### config.mk
export PLATFORM = sky130hd
export DESIGN_NAME = nvsq_host
export DESIGN_NICKNAME = d
export VERILOG_FILES = /design/src/nvsq_rd_cycle.v /design/src/nvsq_host.v
export VERILOG_INCLUDE_DIRS = /design/src
export SDC_FILE = /design/constraint.sdc
export NUM_CORES = 1
export LEC_CHECK = 0
export ABC_AREA = 1
export BUFFER_PORTS_ARGS = -buffer_cell sky130_fd_sc_hd__buf_2
export CAP_MARGIN = 20
export CORE_MARGIN = 4
export CORE_UTILIZATION = 58
export CTS_CLUSTER_DIAMETER = 200
export CTS_CLUSTER_SIZE = 16
export DETAILED_ROUTE_END_ITERATION = 6
export PLACE_DENSITY_LB_ADDON = 0.05
export SYNTH_ARGS = -nofsm -noshare
export SYNTH_HDL_FRONTEND = slang
export SYNTH_SLANG_ARGS = --single-unit
### constraint.sdc
create_clock -name i_clk -period 3 [get_ports i_clk]
set_input_delay 0.45 -clock i_clk [delete_from_list [all_inputs] [get_ports i_clk]]
set_output_delay 0.45 -clock i_clk [all_outputs]
set_load 0.05 [all_outputs]
### src/nvsq_regs.vh
// Constants for the soft-sequence host controller of an nvSRAM.
// Assumes inclusion by bare name from the controller files.
`ifndef NVSQ_REGS_VH
`define NVSQ_REGS_VH

// Sequence addresses, low 16 bits of the device address
`define NVSQ_SEQ_A1        16'h4E38
`define NVSQ_SEQ_A2        16'hB1C7
`define NVSQ_SEQ_A3        16'h83E0
`define NVSQ_SEQ_A4        16'h7C1F
`define NVSQ_SEQ_A5        16'h703F
`define NVSQ_CMD_RECALL    16'h4C63
`define NVSQ_CMD_STORE     16'h8FC0
`define NVSQ_CMD_SAVE_OFF  16'h8B45
`define NVSQ_CMD_SAVE_ON   16'h4B46

// Command codes on the user port
`define NVSQ_OP_RECALL     2'h0
`define NVSQ_OP_STORE      2'h1
`define NVSQ_OP_SAVE_OFF   2'h2
`define NVSQ_OP_SAVE_ON    2'h3

// Decoded address field used by the device
`define NVSQ_DEC_HI        14
`define NVSQ_DEC_LO        2

// Read strobe timing in cycles (phase lengths)
`define NVSQ_SETUP_CYC     8'h02
`define NVSQ_STROBE_CYC    8'h08
`define NVSQ_HOLD_CYC      8'h02

// Recall time in ns and derived cycle count at 8 ns period
`define NVSQ_RECALL_NS     200
`define NVSQ_CLK_NS        8
`define NVSQ_RECALL_CYC    ((`NVSQ_RECALL_NS + `NVSQ_CLK_NS - 1) / `NVSQ_CLK_NS)

`endif

### src/nvsq_rd_cycle.v
// One asynchronous read cycle generator for the nvSRAM pins.
// Assumes the caller holds i_start for one cycle and keeps address stable.
`timescale 1ns/1ps
`default_nettype none
`include "nvsq_regs.vh"

module nvsq_rd_cycle #(
  parameter AW = 19,
  parameter DW = 16
) (
  input  wire          i_clk,
  input  wire          i_rst_n,
  input  wire          i_start,
  input  wire          i_use_oe,
  input  wire [AW-1:0] i_addr,
  input  wire [DW-1:0] i_dq,
  output reg  [AW-1:0] o_addr,
  output reg           o_cs_n,
  output reg           o_oe_n,
  output reg  [DW-1:0] o_data,
  output reg           o_done
);

  localparam S_IDLE   = 2'h0;
  localparam S_SETUP  = 2'h1;
  localparam S_STROBE = 2'h2;
  localparam S_HOLD   = 2'h3;

  reg [1:0] state_r;
  reg [7:0] cnt_r;

  // Phase sequencer; strobe chosen by i_use_oe, the other held low
  always @(posedge i_clk) begin
    if (!i_rst_n) begin
      state_r <= S_IDLE;
      cnt_r   <= 8'h00;
      o_addr  <= {AW{1'b0}};
      o_cs_n  <= 1'b1;
      o_oe_n  <= 1'b1;
      o_data  <= {DW{1'b0}};
      o_done  <= 1'b0;
    end else begin
      o_done <= 1'b0;
      case (state_r)
        S_IDLE: begin
          if (i_start) begin
            o_addr  <= i_addr;
            o_cs_n  <= i_use_oe ? 1'b0 : 1'b1;
            o_oe_n  <= i_use_oe ? 1'b1 : 1'b0;
            cnt_r   <= `NVSQ_SETUP_CYC;
            state_r <= S_SETUP;
          end
        end
        S_SETUP: begin
          if (cnt_r == 8'h01) begin
            o_cs_n  <= 1'b0;
            o_oe_n  <= 1'b0;
            cnt_r   <= `NVSQ_STROBE_CYC;
            state_r <= S_STROBE;
          end else begin
            cnt_r <= cnt_r - 8'h01;
          end
        end
        S_STROBE: begin
          if (cnt_r == 8'h01) begin
            o_data  <= i_dq;
            o_cs_n  <= 1'b1;
            o_oe_n  <= 1'b1;
            cnt_r   <= `NVSQ_HOLD_CYC;
            state_r <= S_HOLD;
          end else begin
            cnt_r <= cnt_r - 8'h01;
          end
        end
        S_HOLD: begin
          if (cnt_r == 8'h01) begin
            o_done  <= 1'b1;
            state_r <= S_IDLE;
          end else begin
            cnt_r <= cnt_r - 8'h01;
          end
        end
        default: state_r <= S_IDLE;
      endcase
    end
  end

endmodule
`default_nettype wire

### src/nvsq_host.v
// Host controller issuing six-read soft sequences to an nvSRAM.
// Assumes synchronous pin inputs and exclusive ownership of the memory bus.
`timescale 1ns/1ps
`default_nettype none
`include "nvsq_regs.vh"

module nvsq_host #(
  parameter AW = 19,
  parameter DW = 16
) (
  input  wire          i_clk,
  input  wire          i_rst_n,
  input  wire          i_cmd_valid,
  input  wire [1:0]    i_cmd_op,
  input  wire          i_cmd_use_oe,
  input  wire          i_cmd_persist,
  input  wire          i_store_busy_n,
  input  wire [DW-1:0] i_dq,
  output wire          o_cmd_ready,
  output reg           o_cmd_done,
  output reg           o_save_enabled,
  output wire [AW-1:0] o_addr,
  output wire          o_chip_select_n,
  output wire          o_output_strobe_n,
  output wire          o_write_strobe_n,
  output wire          o_upper_byte_sel_n,
  output wire          o_lower_byte_sel_n,
  output wire [DW-1:0] o_dq,
  output wire          o_dq_oe,
  output wire [DW-1:0] o_last_data
);

  // Controller states
  localparam S_IDLE    = 3'h0;
  localparam S_ISSUE   = 3'h1;
  localparam S_WAIT    = 3'h2;
  localparam S_RECALL  = 3'h3;
  localparam S_BUSY    = 3'h4;
  localparam S_PERSIST = 3'h5;

  // Recall hold-off, whole clock cycles rounded up
  localparam integer RECALL_CYC = `NVSQ_RECALL_CYC;

  // Main state and position within the six reads
  reg [2:0]    state_r;
  reg [2:0]    step_r;

  // Command fields latched when the request is taken
  reg [1:0]    op_r;
  reg          use_oe_r;
  reg          persist_r;

  // Recall wait counter and read engine handshake
  reg [15:0]   wait_r;
  reg          start_r;
  wire         rd_done;

  // Pattern of the current step and the pin address
  reg [15:0]   step_pat;
  reg [AW-1:0] seq_addr;

  // Address for a step; upper lines zero, device ignores them
  function [15:0] nvsq_step_addr;
    input [2:0] step;
    input [1:0] op;
    begin
      case (step)
        3'h0: nvsq_step_addr = `NVSQ_SEQ_A1;
        3'h1: nvsq_step_addr = `NVSQ_SEQ_A2;
        3'h2: nvsq_step_addr = `NVSQ_SEQ_A3;
        3'h3: nvsq_step_addr = `NVSQ_SEQ_A4;
        3'h4: nvsq_step_addr = `NVSQ_SEQ_A5;
        default: begin
          case (op)
            `NVSQ_OP_RECALL:   nvsq_step_addr = `NVSQ_CMD_RECALL;
            `NVSQ_OP_STORE:    nvsq_step_addr = `NVSQ_CMD_STORE;
            `NVSQ_OP_SAVE_OFF: nvsq_step_addr = `NVSQ_CMD_SAVE_OFF;
            default:           nvsq_step_addr = `NVSQ_CMD_SAVE_ON;
          endcase
        end
      endcase
    end
  endfunction

  // Drive only decoded bits 14..2 of the pattern, rest zero
  always @* begin
    step_pat = nvsq_step_addr(step_r, op_r);
    seq_addr = {AW{1'b0}};
    seq_addr[`NVSQ_DEC_HI:`NVSQ_DEC_LO] =
      step_pat[`NVSQ_DEC_HI:`NVSQ_DEC_LO];
  end

  // Read cycle engine drives address and strobes
  nvsq_rd_cycle #(
    .AW (AW),
    .DW (DW)
  ) u_rd (
    .i_clk    (i_clk),
    .i_rst_n  (i_rst_n),
    .i_start  (start_r),
    .i_use_oe (use_oe_r),
    .i_addr   (seq_addr),
    .i_dq     (i_dq),
    .o_addr   (o_addr),
    .o_cs_n   (o_chip_select_n),
    .o_oe_n   (o_output_strobe_n),
    .o_data   (o_last_data),
    .o_done   (rd_done)
  );

  // Never writes during a sequence; data bus stays released
  assign o_write_strobe_n   = 1'b1;
  assign o_dq               = {DW{1'b0}};
  assign o_dq_oe            = 1'b0;

  // Both byte lanes enabled; sequence matching ignores them
  assign o_upper_byte_sel_n = 1'b0;
  assign o_lower_byte_sel_n = 1'b0;

  // Ready only when idle and the device is not busy
  assign o_cmd_ready        = (state_r == S_IDLE) && i_store_busy_n;

  // Sequence and completion state machine
  always @(posedge i_clk) begin
    if (!i_rst_n) begin
      state_r        <= S_IDLE;
      step_r         <= 3'h0;
      op_r           <= 2'h0;
      use_oe_r       <= 1'b0;
      persist_r      <= 1'b0;
      wait_r         <= 16'h0000;
      start_r        <= 1'b0;
      o_cmd_done     <= 1'b0;
      o_save_enabled <= 1'b1;
    end else begin
      start_r    <= 1'b0;
      o_cmd_done <= 1'b0;
      case (state_r)
        S_IDLE: begin
          // Take a request only while ready
          if (i_cmd_valid && o_cmd_ready) begin
            op_r      <= i_cmd_op;
            use_oe_r  <= i_cmd_use_oe;
            persist_r <= i_cmd_persist;
            step_r    <= 3'h0;
            state_r   <= S_ISSUE;
          end
        end
        S_ISSUE: begin
          // One start pulse per read
          start_r <= 1'b1;
          state_r <= S_WAIT;
        end
        S_WAIT: begin
          // Count finished reads, then act on the last
          if (rd_done) begin
            if (step_r != 3'h5) begin
              step_r  <= step_r + 3'h1;
              state_r <= S_ISSUE;
            end else begin
              // Sixth read done: act on the command
              wait_r <= RECALL_CYC[15:0];
              case (op_r)
                `NVSQ_OP_RECALL: state_r <= S_RECALL;
                `NVSQ_OP_STORE:  state_r <= S_BUSY;
                `NVSQ_OP_SAVE_OFF: begin
                  o_save_enabled <= 1'b0;
                  state_r <= persist_r ? S_PERSIST : S_BUSY;
                end
                default: begin
                  o_save_enabled <= 1'b1;
                  state_r <= persist_r ? S_PERSIST : S_BUSY;
                end
              endcase
            end
          end
        end
        S_RECALL: begin
          // Hold off all access for the recall time
          if (wait_r <= 16'h0001) begin
            state_r <= S_BUSY;
          end
          wait_r <= wait_r - 16'h0001;
        end
        S_PERSIST: begin
          // Follow a save setting change with a store
          op_r    <= `NVSQ_OP_STORE;
          step_r  <= 3'h0;
          state_r <= S_ISSUE;
        end
        S_BUSY: begin
          // Wait out store busy; a refused store never pulls it low
          if (i_store_busy_n) begin
            o_cmd_done <= 1'b1;
            state_r    <= S_IDLE;
          end
        end
        default: state_r <= S_IDLE;
      endcase
    end
  end

endmodule
`default_nettype wire

# [Yosys cells after proc, flatten, opt, wreduce, memory -nomap -nowiden]
# Index checks and enable logic that the tools add are counted.
[classes] order_cmp=1 n_addsub=3 mux=41 n_reduce_logical=24 n_bitwise=2 n_eq_ne=27
[ops] operator="case mux 15 bit (5 select lines)" n=1
[ops] operator="case mux 15 bit (3 select lines)" n=1
[ops] operator="two-way mux 16 bit" n=2
[ops] operator="two-way mux 8 bit" n=4
[ops] operator="case mux 16 bit (2 select lines)" n=1
[ops] operator="case mux 8 bit (4 select lines)" n=1
[ops] operator="two-way mux 3 bit" n=8
[ops] operator="AND reduction 4 bit" n=5
[ops] operator="case mux 3 bit (6 select lines)" n=1
[ops] operator="less-or-equal comparator 16 x 1 -> 1 bit (second input constant)" n=1
[ops] operator="subtractor 16 x 1 -> 16 bit (second input constant)" n=1
[ops] operator="AND reduction 2 bit" n=7
[ops] operator="== test 3 x 2 -> 1 bit (second input constant)" n=4
[ops] operator="!= test 2 bit (second input constant)" n=6
[ops] operator="two-way mux 1 bit" n=10
[ops] operator="two-way mux 2 bit" n=5
[ops] operator="!= test 2 x 1 -> 1 bit (second input constant)" n=5
[ops] operator="== test 3 bit (second input constant)" n=3
[ops] operator="case mux 3 bit (3 select lines)" n=1
[ops] operator="== test 8 x 1 -> 1 bit (second input constant)" n=1
[ops] operator="case mux 2 bit (4 select lines)" n=1
[ops] operator="subtractor 8 x 1 -> 8 bit (second input constant)" n=1
[ops] operator="== test 2 bit (second input constant)" n=3
[ops] operator="== test 3 x 1 -> 1 bit (second input constant)" n=2
[ops] operator="15 further kinds" n=23
[totals] output_inout_bits=60 inputBits=24 word_cells=114 register_bits=71

# [Logic depth before layout (Yosys ltp)]
# Gate-level depths: netlist (run 1).
[depth] word_depth=5 ltp_mapped=11 depth_no_buf=11

# [Modules after synthesis]
# Synthesis (run 1) repeated with hierarchy kept, for this count alone.
[unflattened] cells_unflattened=608 hier_area_um2=4329.2
[modules_own_cells] mod="nvsq_rd_cycle" cells_per_inst=285 area_each_um2=2213.4 seq_area_each_um2=960.9 n_inst=1
[modules_own_cells] mod="nvsq_host" cells_per_inst=323 area_each_um2=2115.8 seq_area_each_um2=580.6 n_inst=1

# [Worst setup path after synthesis (run 1)]
# Ideal clock, no wire load.
[synth_path] path_kind="flip-flop to flip-flop" from="register state_r[1]" to="register op_r[0], in the netlist nvsq_step_addr.op[0]" n_path_buf=0 t_arrival_ps=1844 period_less_slack_ps=1976 setup_time_ps=132 stages_incl_launch_ff=7 slack_ps=1024 path_cell_list="dfxtp_1 -> nor2_1 -> nand2_1 -> nor2_1 -> nand2_1 -> o21ai_0 -> a21oi_1"
[synth_via] elab_chain_len=5 elab_cells_between_ends=8
[synth_lines] item="start: declaration" line_no="nvsq_host.v:45" source="reg [2:0] state_r;"
[synth_lines] item="start signal: assignment" line_no="nvsq_host.v:168" source="state_r <= persist_r ? S_PERSIST : S_BUSY;"
[synth_lines] item="start signal: assignment" line_no="nvsq_host.v:172" source="state_r <= persist_r ? S_PERSIST : S_BUSY;"
[synth_lines] item="logical NOT 3 bit" line_no="nvsq_host.v:121" source="assign o_cmd_ready = (state_r == S_IDLE) && i_store_busy_n;"
[synth_lines] item="logical AND 1 bit" line_no="nvsq_host.v:121"
[synth_lines] item="via o_cmd_ready" line_no="nvsq_host.v:19" source="output wire o_cmd_ready,"
[synth_lines] item="logical AND 1 bit" line_no="nvsq_host.v:141" source="if (i_cmd_valid && o_cmd_ready) begin"
[synth_lines] item="!= test 2 x 1 -> 1 bit (no source line)"
[synth_lines] item="AND reduction 2 bit (no source line)"
[synth_lines] item="end signal: assignment" line_no="nvsq_host.v:142" source="op_r <= i_cmd_op;"
[synth_lines] item="end signal: assignment" line_no="nvsq_host.v:187" source="op_r <= `NVSQ_OP_STORE;"
[synth_lines] item="end: declaration" line_no="nvsq_host.v:49" source="reg [1:0] op_r;"
# The timed path passes the listed nets, and every way through them passes these cells.
# A chain may end at the register's enable or synchronous reset.

# [Worst setup path after layout (run 1)]
[layout_path] from="register state_r[1]" to="output port o_cmd_ready"
[layout_via] elab_chain_len=2
[layout_lines] item="logical NOT 3 bit" line_no="nvsq_host.v:121"
[layout_lines] item="logical AND 1 bit" line_no="nvsq_host.v:121"
[layout_lines] item="end: declaration" line_no="nvsq_host.v:19"
# No other way between the ends.

==> results.json, run 1 <==
{
  "antenna_found_initial": 0,
  "max_freq_ghz": 0.518,
  "fin_setup_tns_ns": 0,
  "synth.area.top_cells": "dfxtp_1 37%, nand2_1 11%, nor2_1 9.3%",
  "synth_compound_area_frac": 0.135,
  "io_buffers": 57,
  "die_w_um": 87.9,
  "end_kind": "primary output",
  "die_y_um": 87.9,
  "synthAdderAreaFrac": 0.0642,
  "pin_count": 84,
  "synthFlopType": "dfxtp_1",
  "synth-seq-cells": 69,
  "path_cells": "nor2_1, nand2_1, nor2_1, buf_2",
  "cp.arrival_ns": 1.48,
  "worst-path-max-fanout": 6,
  "cpMaxStageDelayCell": "dfxtp_1",
  "hold_violations": 0,
  "hold_ws_ns": 0.316,
  "netlist_area_um2": 3700,
  "fill_cells": 540,
  "synth_top_area_frac": 0.373,
  "antenna_left": 0,
  "synthCells": 542,
  "leakage_nw": 2.10,
  "dieArea_um2": 7730,
  "yosysWarnings": 0,
  "cts_sinks": 69,
  "crit_top_cell": "nor2_1",
  "num_vias": 3382,
  "wl_per_cell_um": 11.7,
  "clkLatencyLatePin_ns": 0.35,
  "route.detailed.drc": 0,
  "setup_ws_ns": 1.07,
  "ir_worst_vdd_v": 0.000543,
  "cap_violations": 0,
  "synth_xor_area_frac": 0.00473,
  "core.rowCount": 28,
  "drtPass1Iterations": 4,
  "drtIter0Drc": 171,
  "skew_ns": 0.00916,
  "gp_congestion": 0.891,
  "cts.path.max_buffers": 2,
  "criticalPathCategory": "reg -> out",
  "cts_max_level": 3,
  "grt_util_all_layers": 0.220,
  "layout-drive-gt1-share": 0.149,
  "timing.final.crit_share": 0.643,
  "drv_slew": 0,
  "coreArea_um2": 6060,
  "ys_seq_area_frac": 0.373,
  "fin_nets": 641,
  "via_per_inst": 4.99,
  "start_util": 0.611,
  "cts_tree": "built",
  "dp_slack_ns": 1.29,
  "hp-class": "in -> reg",
  "powerDensity_nw_per_um2": 863,
  "period_minus_slack_ns": 1.93,
  "antenna_cells": 0,
  "multi_input_area_um2": 1910,
  "grt_pass1_wl_mm": 13.5,
  "grt_max_degree": 35,
  "post_cts.repair.setup_buffers": 0,
  "root_buffer": "clkbuf_8",
  "yosys-mux-area-fraction": 0,
  "cts_hold_buffers": 0,
  "synth_simple_gate_area_frac": 0.285,
  "register_area_um2": 1380,
  "outcome": "completed",
  "clk_pin_slew_ns": 0.08,
  "setup_viol": 0,
  "synth.most_common_cell": "nand2_1",
  "routed_wl_mm": 7.95,
  "rsz0062_at_grt": "false",
  "overflow": 0,
  "cts_buffers": 9,
  "synth_top_family_by_area": "simple AND/OR/NAND/NOR gates",
  "cts_resized": 0,
  "post-dp-hpwl_mm": 5.87,
  "syn_avg_cell_area_um2": 6.83,
  "crit_path_start_kind": "flop",
  "synth_top_cell_by_area": "dfxtp_1",
  "critPathMaxStageDelay_ns": 0.39,
  "required_ns": 2.55,
  "synthTopCellsByCount": "109 x nand2_1, 92 x nor2_1, 69 x dfxtp_1, 59 x inv_1, 43 x o21ai_0",
  "area_growth_pct": 12.2,
  "synthArstFlopShare": 0,
  "synth_edf_count": 0,
  "grt_pass1_vias": 3062,
  "synth.distinct_cells": 35
}
-- kinds of logic after synthesis --
logic type,after synthesis
fa+ha+maj,19
compound gates,93
other cells,2
xor+xnor,2
flops,69
buf+inv,103
simple gates,254
-- sequential cells by signal, summed over array words and instances (netlist names), 2 cells and up --
signal and count:
u_rd.o_addr 11, state_r 3, nvsq_step_addr.step 3, wait_r 16, u_rd.o_data 16, u_rd.cnt_r 8
u_rd.state_r 2, nvsq_step_addr.op 2
-- metrics by stage --
stage                     area, µm²  instances  power, mW   util
final                          4150        678       3.59  0.685
after CTS                      4150        678       3.60  0.685
after global placement         3930        662       2.72  0.648
after global routing           4150        678       3.89  0.685
after detailed placement       3930        662       2.74  0.648
after floorplan                3790        566       2.46      -
-- final timing paths --
| check | slack [ns] | depth (start not counted) | end | from |
|---|---|---|---|---|
| worst min-delay path | 0.32 | 3 | u_rd.o_data[6]$_SDFFE_PN0P_ | i_dq[6] |
| worst max register to register | 1.27 | 7 | u_rd.o_addr[7]$_SDFFE_PN0P_ | u_rd.state_r[0]$_SDFFE_PN0P_ |
| worst max-delay path | 1.07 | 4 | o_cmd_ready | state_r[1]$_SDFFE_PN0P_ |
| worst min register to register | 0.47 | 2 | wait_r[1]$_SDFFE_PN0P_ | wait_r[1]$_SDFFE_PN0P_ |
-- metal layers --
layer / GRT usage / up-vias / wire length, µm
met5: 0 / - / 0
met4: 0.0669 / 0 / 72
met3: 0.0677 / 6 / 553
met2: 0.338 / 92 / 3550
met1: 0.298 / 1509 / 3780
li1: - / 1775 / -
-- placed cells by master, fill, tap and decap left out, types with 2 or more instances in the layout --
cell,instances
a211oi_1,2
a21oi_1,36
a31oi_1,2
buf_2,57
buf_4,2
bufinv_16,2
clkbuf_8,10
clkinv_2,2
conb_1,26
dfxtp_1,69
ha_1,19
inv_1,59
inv_2,5
nand2_1,109
nand2_4,2
nand3_1,33
nor2_1,92
nor2_2,2
nor2_4,2
nor3_1,7
o211ai_1,2
o21ai_0,43
o21bai_1,2
o31ai_1,3
or2_2,2
-- area by class of cell --
class / instances / area share
clock buffer: 10 / 0.0331
sequential: 69 / 0.333
inverter: 65 / 0.0587
clock inverter: 6 / 0.0208
tap: 75 / 0.0226
multi-input combinational: 394 / 0.460
timing repair buffer: 59 / 0.0723
-- critical path: cells and delay by family, from the launching register on --
kind / cells / cell delay [ns]
buf+inv: 1 / 0.28
simple gates: 3 / 0.46
flops: 1 / 0.39
-- power by group --
| part | total [mW] | internal [mW] | switching [mW] |
|---|---|---|---|
| Combinational | 1.56 | 0.465 | 1.09 |
| Clock | 0.853 | 0.489 | 0.364 |
| Sequential | 1.18 | 1.06 | 0.116 |
Note: power is estimated with default switching activity, not from simulation.
==> run 2, diff against run 1 <==
Settings changed: CORE_UTILIZATION 58 to 54.
Clock period 3 ns to 1.8 ns, I/O delays scaled along.
==> results.json, run 2 (same netlist as run 1, synthesis figures left out) <==
{
  "route.detailed.drc": 0,
  "ir_worst_vdd_v": 0.000713,
  "clkLatencyLatePin_ns": 0.34,
  "final_common_cell": "nand2_1",
  "r2r_setup_slack_ns": 0.14,
  "start_util": 0.570,
  "drv_slew": 0,
  "total_power_mw": 5.76,
  "core.rowCount": 29,
  "via_per_inst": 4.98,
  "cts_hold_buffers": 0,
  "max_freq_ghz": 0.587,
  "required_ns": 1.53,
  "die_w_um": 90.8,
  "setup_ws_ns": 0.0952,
  "die_y_um": 90.8,
  "post-dp-hpwl_mm": 6.25,
  "final_cell_mix": "108 x nand2_1, 90 x nor2_1, 69 x dfxtp_1",
  "end_kind": "primary output",
  "clk_pin_slew_ns": 0.08,
  "p_clk_frac": 0.201,
  "dieArea_um2": 8250,
  "layout-drive-gt1-share": 0.164,
  "leakage_nw": 2.10,
  "grt_util_all_layers": 0.199,
  "period_minus_slack_ns": 1.70,
  "antenna_cells": 0,
  "drtPass1Iterations": 4,
  "grt_max_degree": 27,
  "p_sw_mw": 2.64,
  "cts_buffers": 9,
  "setup_viol": 0,
  "dp_slack_ns": 0.135,
  "p_comb_frac": 0.459,
  "register_area_um2": 1380,
  "rsz0062_at_grt": "false",
  "wl_per_cell_um": 11.7,
  "fill_cells": 598,
  "pin_count": 84,
  "worst-path-max-fanout": 6,
  "hold_violations": 0,
  "cts_tree": "built",
  "overflow": 0,
  "multi_input_area_um2": 1920,
  "cts.path.max_buffers": 2,
  "gp_congestion": 0.847,
  "crit_path_start_kind": "flop",
  "fin_nets": 647,
  "root_buffer": "clkbuf_8",
  "cap_violations": 0,
  "coreArea_um2": 6490,
  "grt_pass1_wl_mm": 13.7,
  "io_buffers": 57,
  "outcome": "completed",
  "drtIter0Drc": 140,
  "grt_pass1_vias": 3062,
  "antenna_left": 0,
  "powerDensity_nw_per_um2": 1380,
  "pwr-share-seq": 0.340,
  "antenna_found_initial": 0,
  "cts_sinks": 69,
  "cts_resized": 0,
  "timing.final.crit_share": 0.947,
  "crit_path_end": "o_cmd_ready",
  "largest_registers": "u_rd.o_data: 16 flops, wait_r: 16 flops, u_rd.o_addr: 11 flops",
  "skew_ns": 0.00814,
  "cp.arrival_ns": 1.43,
  "switching_share": 0.459,
  "post_cts.repair.setup_buffers": 0,
  "routed_wl_mm": 7.99,
  "regToRegEndpoint": "u_rd.o_addr[9]$_SDFFE_PN0P_",
  "fin_setup_tns_ns": 0,
  "cts_max_level": 3,
  "area_growth_pct": 12.6,
  "hp-class": "in -> reg",
  "power.internal_mw": 3.11,
  "cp-startpoint": "state_r[1]$_SDFFE_PN0P_",
  "r2r_cells": 8,
  "rr_startpoint": "nvsq_step_addr.step[0]$_SDFFE_PN0P_",
  "criticalPathCategory": "reg -> out",
  "num_vias": 3416
}
==> run 2: cell count changes in the layout (fill, tap and decap cells not counted), sizes merged <==
cell / change
bufinv: -2
inv: +1
clkinv: -2
buf: +6
clkinvlp: +3
==> run 2: worst min path at each step <==
stage / from / to / slack, ns / cells after the start
4_1_cts: i_dq[9] / u_rd.o_data[9]$_SDFFE_PN0P_ / 0.13 / 3
6_report: i_dq[9] / u_rd.o_data[9]$_SDFFE_PN0P_ / 0.14 / 3
5_1_grt: i_dq[5] / u_rd.o_data[5]$_SDFFE_PN0P_ / 0.13 / 3
2_1_floorplan: i_dq[0] / u_rd.o_data[0]$_SDFFE_PN0P_ / 0.40 / 2
3_3_place_gp: use_oe_r$_SDFFE_PN0P_ / use_oe_r$_SDFFE_PN0P_ / 0.45 / 2
3_5_place_dp: use_oe_r$_SDFFE_PN0P_ / use_oe_r$_SDFFE_PN0P_ / 0.46 / 2
==> run 2: layout make-up <==
| class | count | area share |
|---|---|---|
| multi-input combinational | 394 | 0.460 |
| tap | 77 | 0.0231 |
| clock buffer | 10 | 0.0330 |
| inverter | 65 | 0.0585 |
| timing repair buffer | 65 | 0.0828 |
| sequential | 69 | 0.331 |
| clock inverter | 6 | 0.0114 |
==> run 2: critical path, cell delays in order, from the launching register on <==
cell and delay (ns):
dfxtp_1 0.38, nor2_1 0.16, nand2_1 0.16, nor2_2 0.12, buf_2 0.27
==> run 2: metrics by stage <==
step / instances / utilization / hold WS [ns] / area [µm²]
final: 686 / 0.642 / 0.143 / 4170
after detailed placement: 670 / 0.613 / 0.458 / 3980
after floorplan: 566 / - / 0.405 / 3800
after global routing: 686 / 0.642 / 0.130 / 4170
after CTS: 686 / 0.641 / 0.128 / 4170
after global placement: 670 / 0.613 / 0.445 / 3980
==> run 2: metal layers <==
metal | track usage | vias to the layer above | share of wire
met5 | 0 | - | 0
met4 | 0.0578 | 0 | 0.015
met3 | 0.0625 | 11 | 0.066
met2 | 0.316 | 94 | 0.45
met1 | 0.259 | 1521 | 0.47
li1 | - | 1790 | -
==> run 2: power groups by stage <==
stage                     sequential (mW)  combinational, mW  clock, mW
after global routing                 1.99               2.99       1.26
after floorplan                      2.21               1.89          0
final                                1.96               2.64       1.16
after CTS                            1.96               2.64       1.19
after detailed placement             1.99               2.63          0
after global placement               1.98               2.58          0
